$ cat src/inc/plc_pkg.sv
// Constants for the parallel line controller: register map, reset values,
// line capabilities and the timing of the input path.
// Assumes a 32-bit AXI4-Lite slave port and 32 pins shared with peripherals.
package plc_pkg;

  localparam int unsigned PLC_LINES = 32;
  localparam int unsigned PLC_ADDR_W = 8;

  // System address of the block; the interconnect decodes it
  localparam logic [31:0] PLC_BASE_ADDR = 32'hFFFF0000;

  // Register byte offsets inside the block
  localparam logic [7:0] OFF_LINE_CLAIM = 8'h00;
  localparam logic [7:0] OFF_LINE_RELEASE = 8'h04;
  localparam logic [7:0] OFF_LINE_OWNER_STATUS = 8'h08;
  localparam logic [7:0] OFF_RESERVED_A = 8'h0C;
  localparam logic [7:0] OFF_DRIVE_ENABLE_SET = 8'h10;
  localparam logic [7:0] OFF_DRIVE_ENABLE_CLEAR = 8'h14;
  localparam logic [7:0] OFF_DRIVE_ENABLE_STATUS = 8'h18;
  localparam logic [7:0] OFF_RESERVED_B = 8'h1C;
  localparam logic [7:0] OFF_GLITCH_FILTER_SET = 8'h20;
  localparam logic [7:0] OFF_GLITCH_FILTER_CLEAR = 8'h24;
  localparam logic [7:0] OFF_GLITCH_FILTER_STATUS = 8'h28;
  localparam logic [7:0] OFF_RESERVED_C = 8'h2C;
  localparam logic [7:0] OFF_LEVEL_SET = 8'h30;
  localparam logic [7:0] OFF_LEVEL_CLEAR = 8'h34;
  localparam logic [7:0] OFF_LEVEL_PROGRAM_STATUS = 8'h38;
  localparam logic [7:0] OFF_PIN_LEVEL_STATUS = 8'h3C;
  localparam logic [7:0] OFF_CHANGE_IRQ_ENABLE = 8'h40;
  localparam logic [7:0] OFF_CHANGE_IRQ_DISABLE = 8'h44;
  localparam logic [7:0] OFF_CHANGE_IRQ_MASK = 8'h48;
  localparam logic [7:0] OFF_CHANGE_IRQ_STATUS = 8'h4C;
  localparam logic [7:0] OFF_LAST = 8'h4C;

  // Reset values
  localparam logic [31:0] RST_LINE_OWNER = 32'h01FFFFFF;
  localparam logic [31:0] RST_DRIVE_ENABLE = 32'h00000000;
  localparam logic [31:0] RST_GLITCH_FILTER = 32'h00000000;
  localparam logic [31:0] RST_LEVEL_PROGRAM = 32'h00000000;
  localparam logic [31:0] RST_CHANGE_IRQ_MASK = 32'h00000000;
  localparam logic [31:0] RST_CHANGE_IRQ_STATUS = 32'h00000000;

  // Lines 16..19, 23 and 24 have no peripheral behind them
  localparam logic [31:0] LINES_NO_PERIPH = 32'h018F0000;

  // Glitch filters fitted on this variant
  localparam logic FILTERS_PRESENT = 1'b1;

  // Cycles after reset release before the input path holds real pin data
  localparam logic [2:0] SETTLE_CYCLES = 3'h4;

  // AXI responses
  localparam logic [1:0] RESP_OKAY = 2'h0;
  localparam logic [1:0] RESP_SLVERR = 2'h2;

endpackage : plc_pkg

$ cat src/rtl/plc_sync.sv
// Two-flop synchroniser for a vector of pin levels.
// Assumes each bit is an independent asynchronous level.
`timescale 1ns/1ps
`default_nettype none
module plc_sync #(
  parameter int unsigned W = 32
) (
  input wire logic i_sys_clk,
  input wire logic i_nrst,
  input wire logic [W-1:0] i_async,
  output logic [W-1:0] o_sync
);

  typedef struct packed {
    logic [W-1:0] stage1;
    logic [W-1:0] stage2;
  } plc_sync_state_t;

  plc_sync_state_t s;
  plc_sync_state_t next_s;

  // First stage feeds only the second stage
  always_comb begin
    next_s = s;
    next_s.stage1 = i_async;
    next_s.stage2 = s.stage1;
  end

  always_ff @(posedge i_sys_clk or negedge i_nrst) begin
    if (!i_nrst) begin
      s <= '0;
    end else begin
      s <= next_s;
    end
  end

  assign o_sync = s.stage2;

endmodule : plc_sync
`default_nettype wire

$ cat src/rtl/plc_glitch.sv
// Per-line input glitch filter: with the filter on, a level passes only
// after two equal consecutive samples. Assumes synchronised inputs.
`timescale 1ns/1ps
`default_nettype none
module plc_glitch #(
  parameter int unsigned W = 32
) (
  input wire logic i_sys_clk,
  input wire logic i_nrst,
  input wire logic [W-1:0] i_level,
  input wire logic [W-1:0] i_enable,
  output logic [W-1:0] o_level
);

  typedef struct packed {
    logic [W-1:0] sample;
    logic [W-1:0] level;
  } plc_glitch_state_t;

  plc_glitch_state_t s;
  plc_glitch_state_t next_s;

  // One-cycle pulses are swallowed on filtered lines; costs one cycle latency
  always_comb begin
    next_s = s;
    next_s.sample = i_level;
    for (int i = 0; i < W; i++) begin
      if (!i_enable[i] || (i_level[i] == s.sample[i])) begin
        next_s.level[i] = i_level[i];
      end
    end
  end

  always_ff @(posedge i_sys_clk or negedge i_nrst) begin
    if (!i_nrst) begin
      s <= '0;
    end else begin
      s <= next_s;
    end
  end

  assign o_level = s.level;

endmodule : plc_glitch
`default_nettype wire

$ cat src/rtl/plc_top.sv
// Parallel line controller: 32 pins shared between general-purpose I/O and
// peripheral signals, with an AXI4-Lite register slave and a change interrupt.
// Assumes pins arrive asynchronously; peripheral signals share i_sys_clk.
`timescale 1ns/1ps
`default_nettype none
module plc_top
  import plc_pkg::*;
(
  input wire logic i_sys_clk,
  input wire logic i_nrst,
  // AXI4-Lite slave
  input wire logic i_awvalid,
  output logic o_awready,
  input wire logic [7:0] i_awaddr,
  input wire logic i_wvalid,
  output logic o_wready,
  input wire logic [31:0] i_wdata,
  input wire logic [3:0] i_wstrb,
  output logic o_bvalid,
  input wire logic i_bready,
  output logic [1:0] o_bresp,
  input wire logic i_arvalid,
  output logic o_arready,
  input wire logic [7:0] i_araddr,
  output logic o_rvalid,
  input wire logic i_rready,
  output logic [31:0] o_rdata,
  output logic [1:0] o_rresp,
  // Pins
  input wire logic [31:0] i_pin,
  output logic [31:0] o_pin,
  output logic [31:0] o_pin_oe,
  // Peripheral side
  input wire logic [31:0] i_periph_out,
  input wire logic [31:0] i_periph_oe,
  output logic [31:0] o_periph_in,
  // Change interrupt
  output logic o_irq
);

  ////////////////////////////////////////////////////////////////////////////
  // State

  typedef struct packed {
    logic awready;
    logic aw_held;
    logic [7:0] aw_addr;
    logic wready;
    logic w_held;
    logic [31:0] w_data;
    logic [3:0] w_strb;
    logic bvalid;
    logic [1:0] bresp;
    logic arready;
    logic rvalid;
    logic [31:0] rdata;
    logic [1:0] rresp;
    logic [31:0] owner;
    logic [31:0] drive_en;
    logic [31:0] filt_en;
    logic [31:0] level;
    logic [31:0] irq_mask;
    logic [31:0] irq_status;
    logic [31:0] prev_level;
    logic [2:0] settle;
    logic [31:0] pin;
    logic [31:0] pin_oe;
    logic [31:0] periph_in;
    logic irq;
  } plc_state_t;

  plc_state_t s;
  plc_state_t next_s;

  logic [31:0] pin_sync;
  logic [31:0] pin_level;
  logic [31:0] filt_active;
  logic [31:0] change;
  logic do_wr;
  logic [31:0] wr_data;
  logic [31:0] strb_mask;
  logic rd_take;

  ////////////////////////////////////////////////////////////////////////////
  // Input path: synchronise, then optional glitch filter

  plc_sync #(
    .W(PLC_LINES)
  ) u_sync (
    .i_sys_clk(i_sys_clk),
    .i_nrst(i_nrst),
    .i_async(i_pin),
    .o_sync(pin_sync)
  );

  // Filters apply whoever owns the line; forced off if not fitted
  assign filt_active = FILTERS_PRESENT ? s.filt_en : '0;

  plc_glitch #(
    .W(PLC_LINES)
  ) u_glitch (
    .i_sys_clk(i_sys_clk),
    .i_nrst(i_nrst),
    .i_level(pin_sync),
    .i_enable(filt_active),
    .o_level(pin_level)
  );

  ////////////////////////////////////////////////////////////////////////////
  // Helper terms

  // Byte enables widened to a bit mask
  always_comb begin
    for (int b = 0; b < 4; b++) begin
      strb_mask[b*8 +: 8] = {8{s.w_strb[b]}};
    end
  end

  assign do_wr = s.aw_held && s.w_held && !s.bvalid;
  assign wr_data = s.w_data & strb_mask;
  assign rd_take = i_arvalid && s.arready;
  // Edges ignored until the input pipeline holds real pin data
  assign change = (s.settle == SETTLE_CYCLES) ? (pin_level ^ s.prev_level) : '0;

  ////////////////////////////////////////////////////////////////////////////
  // Next-state logic

  always_comb begin
    next_s = s;

    // Write address and data captured independently, in either order
    if (i_awvalid && s.awready) begin
      next_s.aw_held = 1'b1;
      next_s.aw_addr = i_awaddr;
    end
    if (i_wvalid && s.wready) begin
      next_s.w_held = 1'b1;
      next_s.w_data = i_wdata;
      next_s.w_strb = i_wstrb;
    end

    // Write decode; bits of line n only touch line n
    if (do_wr) begin
      next_s.aw_held = 1'b0;
      next_s.w_held = 1'b0;
      next_s.bvalid = 1'b1;
      next_s.bresp = (s.aw_addr[1:0] != 2'h0 || s.aw_addr > OFF_LAST) ? RESP_SLVERR : RESP_OKAY;
      case (s.aw_addr)
        OFF_LINE_CLAIM: next_s.owner = s.owner | wr_data;
        OFF_LINE_RELEASE: next_s.owner = s.owner & ~wr_data;
        OFF_DRIVE_ENABLE_SET: next_s.drive_en = s.drive_en | wr_data;
        OFF_DRIVE_ENABLE_CLEAR: next_s.drive_en = s.drive_en & ~wr_data;
        OFF_GLITCH_FILTER_SET: next_s.filt_en = s.filt_en | wr_data;
        OFF_GLITCH_FILTER_CLEAR: next_s.filt_en = s.filt_en & ~wr_data;
        OFF_LEVEL_SET: next_s.level = s.level | wr_data;
        OFF_LEVEL_CLEAR: next_s.level = s.level & ~wr_data;
        OFF_CHANGE_IRQ_ENABLE: next_s.irq_mask = s.irq_mask | wr_data;
        OFF_CHANGE_IRQ_DISABLE: next_s.irq_mask = s.irq_mask & ~wr_data;
        default: next_s.owner = s.owner;
      endcase
    end
    if (s.bvalid && i_bready) begin
      next_s.bvalid = 1'b0;
    end

    // Lines without a peripheral stay claimed
    next_s.owner = next_s.owner | LINES_NO_PERIPH;

    // Read path; one read in flight
    if (s.rvalid && i_rready) begin
      next_s.rvalid = 1'b0;
    end
    if (rd_take) begin
      next_s.rvalid = 1'b1;
      next_s.rresp = (i_araddr[1:0] != 2'h0 || i_araddr > OFF_LAST) ? RESP_SLVERR : RESP_OKAY;
      case (i_araddr)
        OFF_LINE_OWNER_STATUS: next_s.rdata = s.owner;
        OFF_DRIVE_ENABLE_STATUS: next_s.rdata = s.drive_en;
        OFF_GLITCH_FILTER_STATUS: next_s.rdata = s.filt_en;
        OFF_LEVEL_PROGRAM_STATUS: next_s.rdata = s.level;
        OFF_PIN_LEVEL_STATUS: next_s.rdata = pin_level;
        OFF_CHANGE_IRQ_MASK: next_s.rdata = s.irq_mask;
        OFF_CHANGE_IRQ_STATUS: next_s.rdata = s.irq_status;
        default: next_s.rdata = '0;
      endcase
    end

    // Change status: read clears, a new edge in the same cycle wins
    next_s.irq_status = s.irq_status;
    if (rd_take && i_araddr == OFF_CHANGE_IRQ_STATUS) begin
      next_s.irq_status = '0;
    end
    next_s.irq_status = next_s.irq_status | change;

    next_s.prev_level = pin_level;
    if (s.settle != SETTLE_CYCLES) begin
      next_s.settle = s.settle + 3'h1;
    end

    // Handshake readies registered from the next occupancy
    next_s.awready = !next_s.aw_held && !next_s.bvalid;
    next_s.wready = !next_s.w_held && !next_s.bvalid;
    next_s.arready = !next_s.rvalid;

    // Pin mux from next ownership so no stale cycle leaks through
    for (int i = 0; i < 32; i++) begin
      if (next_s.owner[i]) begin
        next_s.pin_oe[i] = next_s.drive_en[i];
        next_s.pin[i] = next_s.level[i];
        next_s.periph_in[i] = 1'b0;
      end else begin
        next_s.pin_oe[i] = i_periph_oe[i];
        next_s.pin[i] = i_periph_out[i];
        next_s.periph_in[i] = pin_level[i];
      end
    end

    next_s.irq = |(next_s.irq_status & next_s.irq_mask);
  end

  ////////////////////////////////////////////////////////////////////////////
  // Registers

  // Ownership reset leaves the high lines on their peripherals
  always_ff @(posedge i_sys_clk or negedge i_nrst) begin
    if (!i_nrst) begin
      s <= '0;
      s.owner <= RST_LINE_OWNER;
      s.drive_en <= RST_DRIVE_ENABLE;
      s.filt_en <= RST_GLITCH_FILTER;
      s.level <= RST_LEVEL_PROGRAM;
      s.irq_mask <= RST_CHANGE_IRQ_MASK;
      s.irq_status <= RST_CHANGE_IRQ_STATUS;
    end else begin
      s <= next_s;
    end
  end

  assign o_awready = s.awready;
  assign o_wready = s.wready;
  assign o_bvalid = s.bvalid;
  assign o_bresp = s.bresp;
  assign o_arready = s.arready;
  assign o_rvalid = s.rvalid;
  assign o_rdata = s.rdata;
  assign o_rresp = s.rresp;
  assign o_pin = s.pin;
  assign o_pin_oe = s.pin_oe;
  assign o_periph_in = s.periph_in;
  assign o_irq = s.irq;
endmodule : plc_top
`default_nettype wire

$ cat config.mk
export PLATFORM = sky130hd
export DESIGN_NAME = plc_top
export DESIGN_NICKNAME = d
export VERILOG_FILES = /design/src/inc/plc_pkg.sv /design/src/rtl/plc_sync.sv /design/src/rtl/plc_glitch.sv /design/src/rtl/plc_top.sv
export SDC_FILE = /design/constraint.sdc
export NUM_CORES = 1
export LEC_CHECK = 0
export BUFFER_PORTS_ARGS = -buffer_cell sky130_fd_sc_hd__buf_2
export CORE_MARGIN = 2
export CORE_UTILIZATION = 52
export CTS_CLUSTER_DIAMETER = 60
export DETAILED_ROUTE_END_ITERATION = 16
export GPL_TIMING_DRIVEN = 0
export PLACE_DENSITY = 0.73
export SLEW_MARGIN = 10
export SYNTH_ARGS = -nofsm -noshare
export SYNTH_HDL_FRONTEND = slang
export SYNTH_SLANG_ARGS = --single-unit
$ cat constraint.sdc
create_clock -name i_sys_clk -period 2.1 [get_ports i_sys_clk]
set_clock_uncertainty 0.05 [all_clocks]
set_input_delay 0.105 -clock i_sys_clk [delete_from_list [all_inputs] [get_ports i_sys_clk]]
set_output_delay 0.105 -clock i_sys_clk [all_outputs]
set_load 0.05 [all_outputs]
# Yosys cells after proc, flatten, opt, wreduce, memory -nomap -nowiden
# Index checks and enable logic that the tools add are counted.
dict set report classes {
  n_eq_ne 50
  add_sub_neg 1
  n_lt_le_gt_ge 2
  muxes 97
  reduce_logical 87
  bitwise_logic 15
}
# cell count
set ops {}
lappend ops {{case mux 32 bit (2 select lines)} 5}
lappend ops {{bitwise AND 32 bit} 7}
lappend ops {{case mux 32 bit (7 select lines)} 1}
lappend ops {{OR 32 bit} 6}
lappend ops {{2-to-1 mux 160 bit} 1}
lappend ops {{2-to-1 mux 1 bit} 82}
lappend ops {{2-to-1 mux 32 bit} 2}
lappend ops {{== test 8 x 6 -> 1 bit, second input constant} 7}
lappend ops {{zero test 1 bit} 37}
lappend ops {{2-to-1 mux 37 bit} 1}
lappend ops {{2-to-1 mux 35 bit} 1}
lappend ops {{logical OR 1 bit} 34}
lappend ops {{== test 1 bit} 32}
lappend ops {{== test 8 x 7 -> 1 bit, second input constant} 4}
lappend ops {{inverter 32 bit} 1}
lappend ops {{OR reduction 32 bit} 1}
lappend ops {{bitwise XOR 32 bit} 1}
lappend ops {{== test 8 x 5 -> 1 bit, second input constant} 3}
lappend ops {{greater-than comparator 8 x 7 -> 1 bit, second input constant} 2}
lappend ops {{logical AND 1 bit} 10}
lappend ops {{2-to-1 mux 9 bit} 1}
lappend ops {{== test 8 x 3 -> 1 bit, second input constant} 1}
lappend ops {{== test 8 x 4 -> 1 bit, second input constant} 1}
lappend ops {{zero test 8 bit} 1}
lappend ops {{7 further kinds} 10}
dict set report totals {
  inputBits 155
  out_inout_bits 138
  register_bits 527
  elab_cells 312
}

# Logic depth before layout (Yosys ltp)
dict set report depth {
  ltp_word 7
  depth_mapped 9
  ltp_nobuf 8
}

# Hierarchy
# From an unflattened synthesis, not the netlist that was laid out.
dict set report hier_totals {
  hier_cells 1863
  area_unflattened_um2 21698.3
}
# module instances area_each_um2 cells_per_inst seq_area_each_um2
set modules_own_cells {}
lappend modules_own_cells {plc_top 1 17534.3 1607 9658.0}
lappend modules_own_cells {plc_glitch 1 2562.5 192 1601.5}
lappend modules_own_cells {plc_sync 1 1601.5 64 1601.5}

# Worst setup path after synthesis
# Ideal clock, no wire load.
dict set report synth_path {
  path_kind {reg2reg}
  start {reg s, in the netlist o_bvalid}
  end {reg s, in the netlist o_irq}
  setup_slack_ns -0.155
  setup_ns 0.143
  required_time_ns 1.907
  period_less_slack_ns 2.255
  n_path_buf 2
  arrival_ns 2.063
  path_stages_with_launch 9
  cell_sequence {dfrtp_1 and4b_1 buf_2 buf_2 nand4_1 a2bb2oi_2 o2111ai_1 a2111oi_2 nand4_1}
}
# element line
set synth_rtl {}
lappend synth_rtl {{start, declared} plc_top.sv:72} ;# plc_state_t s;
lappend synth_rtl {{start signal, assigned} plc_top.sv:235} ;# s <= next_s;

==> metrics <==
die area=43500 µm²; Clk pwr share=34.1%; FP Rows=74; post-placement cell area=24000 µm²; initial antenna violation count=3; CP required=2460 ps; pwr/cell area=1020 nW/µm²; Least-Margin Pin Slew=1260 ps; post-route cell area=29600 µm²; Max VDD drop=790 µV; Worst-Skew Late Latency=610 ps; largest net degree at the start of global routing=116; Crit. End Element=register; fin crit period=2700 ps; Peak Freq=0.370 GHz; crit share post-route=129%; library cells used by synthesis=55; Area Growth Syn to Fin=36.0%; fraction of registers with async set/reset=100%; Clock Path Buffers=3; Hold WS=33.0 ps; first-pass GRT wire length=107000 µm; Routed Antenna Nets=0; Setup Viol. Count Final=102; RSZ-0062 raised after global routing=true; I/O pin cnt=293; Hold Crit Class=input port to async pin; Global Route Usage Sum=32.5%; post-detail-place hpwl=45100 µm; TritonRoute pass-1 iters=6; Synth Warn #=0; die height=209 µm; drt drc=0; Mapped Cells=1922; synthesized area=21800 µm²; share of layout cells above drive strength 1=37.9%; synthesis-stage register bit count=513; Startpoint Class=register; status=finished, violations left; Vias=17629; Final GP Congestion=0.937; die width=209 µm; Final Power=30100 µW; sw power=9740 µW; clock slew at reported path FFs=60 ps; clk root buf=clkbuf_16; Detailed Route WL=71900 µm; leakage power=0.0133 µW; Pint=20300 µW; clock buffer count from CTS=53; # port buffers=271; CTS HTree Levels=2; Slew HR=15.7%; failing checks=setup timing; max_cap viols=0; grt ovf=0; Post-Route Utilization=72.0%; reg2reg setup slack=-600 ps; setup slack after layout=-604 ps; final hold vios=0; CTS tree=built; Sequential Power Share=42.3%; Slew Limit Fails=0; Vias/cell=5.77; Sink Count=513; Core Area=41100 µm²; vias in the first global route=18055; CP Data Arrival Time=3070 ps; Comb power frac=23.6%; Mean Syn Cell Area=11.3 µm²; register area share after synthesis=59.1%; CP Class=register to register; final-stage net count=2632; initial DRC count=1626; Switching Fraction=32.4%; Critical Path Fanout Max=10; Initial Util=52.9%; per-cell routed wire length=23.5 µm; Post-synth top flop=dfrtp_1; Reg2Reg Depth=8; EDFF count, synth=0
==> layout make-up <==
type,count,area [µm²]
buffer,226,1780
fill,2792,11500
multi-input combinational,1099,8320
tap,532,666
inverter,87,327
sequential,513,12900
clock buffer,75,1560
timing repair buffer,495,3720
clock inverter,25,342
antenna,1,2.50
==> worst paths after layout <==
check,startpoint,to
max,s[399],o_irq
min,i_nrst,s[404]
max reg2reg,s[399],o_irq
min reg2reg,u_sync.next_s[0],u_sync.o_sync[0]
max in group asynchronous,i_nrst,s[307]
min in group i_sys_clk,i_arvalid,o_rvalid
==> layout by cell type (no fill, tap or decap), drive strengths merged, types with 31 or more instances in the layout <==
| master | synthesis | routed |
|---|---|---|
| dfrtp | 494 | 494 |
| nor2 | 136 | 136 |
| mux2 | 96 | 96 |
| a21oi | 101 | 101 |
| a31oi | 34 | 34 |
| o22ai | 32 | 32 |
| o21ai | 251 | 251 |
| nand4 | 31 | 31 |
| clkbuf | 55 | 119 |
| mux2i | 91 | 91 |
| dlygate4sd3 | 0 | 138 |
| inv | 87 | 90 |
| nand3 | 33 | 33 |
| xnor2 | 33 | 33 |
| nand2 | 112 | 112 |
| buf | 175 | 538 |
| o2bb2ai | 43 | 43 |
==> per-layer routing <==
metal | track usage (%) | up-vias | share of wire (%)
met2 | 53.1 | 879 | 48
met5 | 0 | - | 0.038
met4 | 15.3 | 4 | 4.8
li1 | - | 7714 | -
met1 | 41.0 | 8800 | 38
met3 | 8.12 | 232 | 8.7
==> power by group through the flow <==
| stage | Combinational, µW | Sequential (µW) | Clock, µW |
|---|---|---|---|
| finish | 7100 | 12700 | 10300 |
| global route | 7480 | 12800 | 10800 |
| CTS | 6410 | 12500 | 10300 |
| detailed placement | 5560 | 12600 | 0 |
| global placement | 5400 | 12600 | 0 |
| floorplan | 3810 | 12400 | 0 |
==> flip-flops by register name, summed over array words and instances (netlist names), named ones only <==
name,flops
o_arready,1
o_awready,1
o_bresp,1
o_bvalid,1
o_irq,1
o_periph_in,26
o_pin,32
o_pin_oe,32
o_rdata,32
o_rresp,1
o_rvalid,1
o_wready,1
s,223
u_glitch.o_level,32
u_glitch.s,32
u_sync.next_s,32
u_sync.o_sync,32
==> metrics by stage <==
step                      cells  setup TNS [ps]  worst slack (ps)
after floorplan            1929               0              1.71
after global placement     2732        -4813250            -10230
after detailed placement   2736          -96590             -1090
after CTS                  3022          -12170              -498
after global routing       3053          -21820              -648
final                      3053          -15970              -604
==> cell families (layout without fill, tap and decap cells) <==
| family | Yosys count | after routing | synth area share (%) |
|---|---|---|---|
| buffers and inverters | 317 | 908 | 8.27 |
| xor gates and xnor gates | 33 | 33 | 1.33 |
| adders and majority gates | 2 | 2 | 0.115 |
| other | 1 | 9 | 0.0172 |
| and+or+nand+nor | 364 | 364 | 7.96 |
| muxes | 187 | 187 | 9.16 |
| DFF | 513 | 513 | 59.1 |
| AOI/OAI and AO/OA | 505 | 505 | 14.0 |
==> worst max-delay path: stages, from the launching register on <==
cell and delay (ps):
dfrtp_2 480, and4b_1 210, buf_2 190, clkbuf_2 310
nand4_1 280, o2bb2ai_4 150, o2111ai_4 160, a2111oi_4 430
nand4_1 250
==> synth_stat cells (6+ instances only) <==
library cell  instances  share of area [%]
a21oi_1             101                2.3
a221oi_1              6               0.24
a22o_1                7               0.28
a31oi_1              34               0.98
a41o_1                9               0.41
a41oi_1               9               0.36
and2_1                6               0.17
buf_1                 7               0.12
buf_2                23               0.53
buf_4               137                4.7
buf_6                 7               0.36
clkbuf_1             53               0.91
dfrtp_1             494                 57
dfstp_2              19                2.3
inv_1                87                1.5
mux2_2               94                4.9
mux2i_1              91                4.2
nand2_1             111                1.9
nand2b_1             12               0.35
nand3_1              33               0.76
nand4_1              29               0.83
nor2_1              136                2.3
o21ai_0             228                5.2
o21ai_1               8               0.18
o21ai_2              15               0.60
o22ai_1              32               0.92
o2bb2ai_1            40                1.6
or2_2                10               0.29
xnor2_1              33                1.3
==> repair_timing <==
action	in CTS	in global routing
cloned	2	1
hold endpoints to repair	221	0
setup buffers	49	38
hold buffers	138	0
setup endpoints to repair	262	218
resized for setup	262	264
pin swaps	31	48
Power figures use the tool's default switching activity.
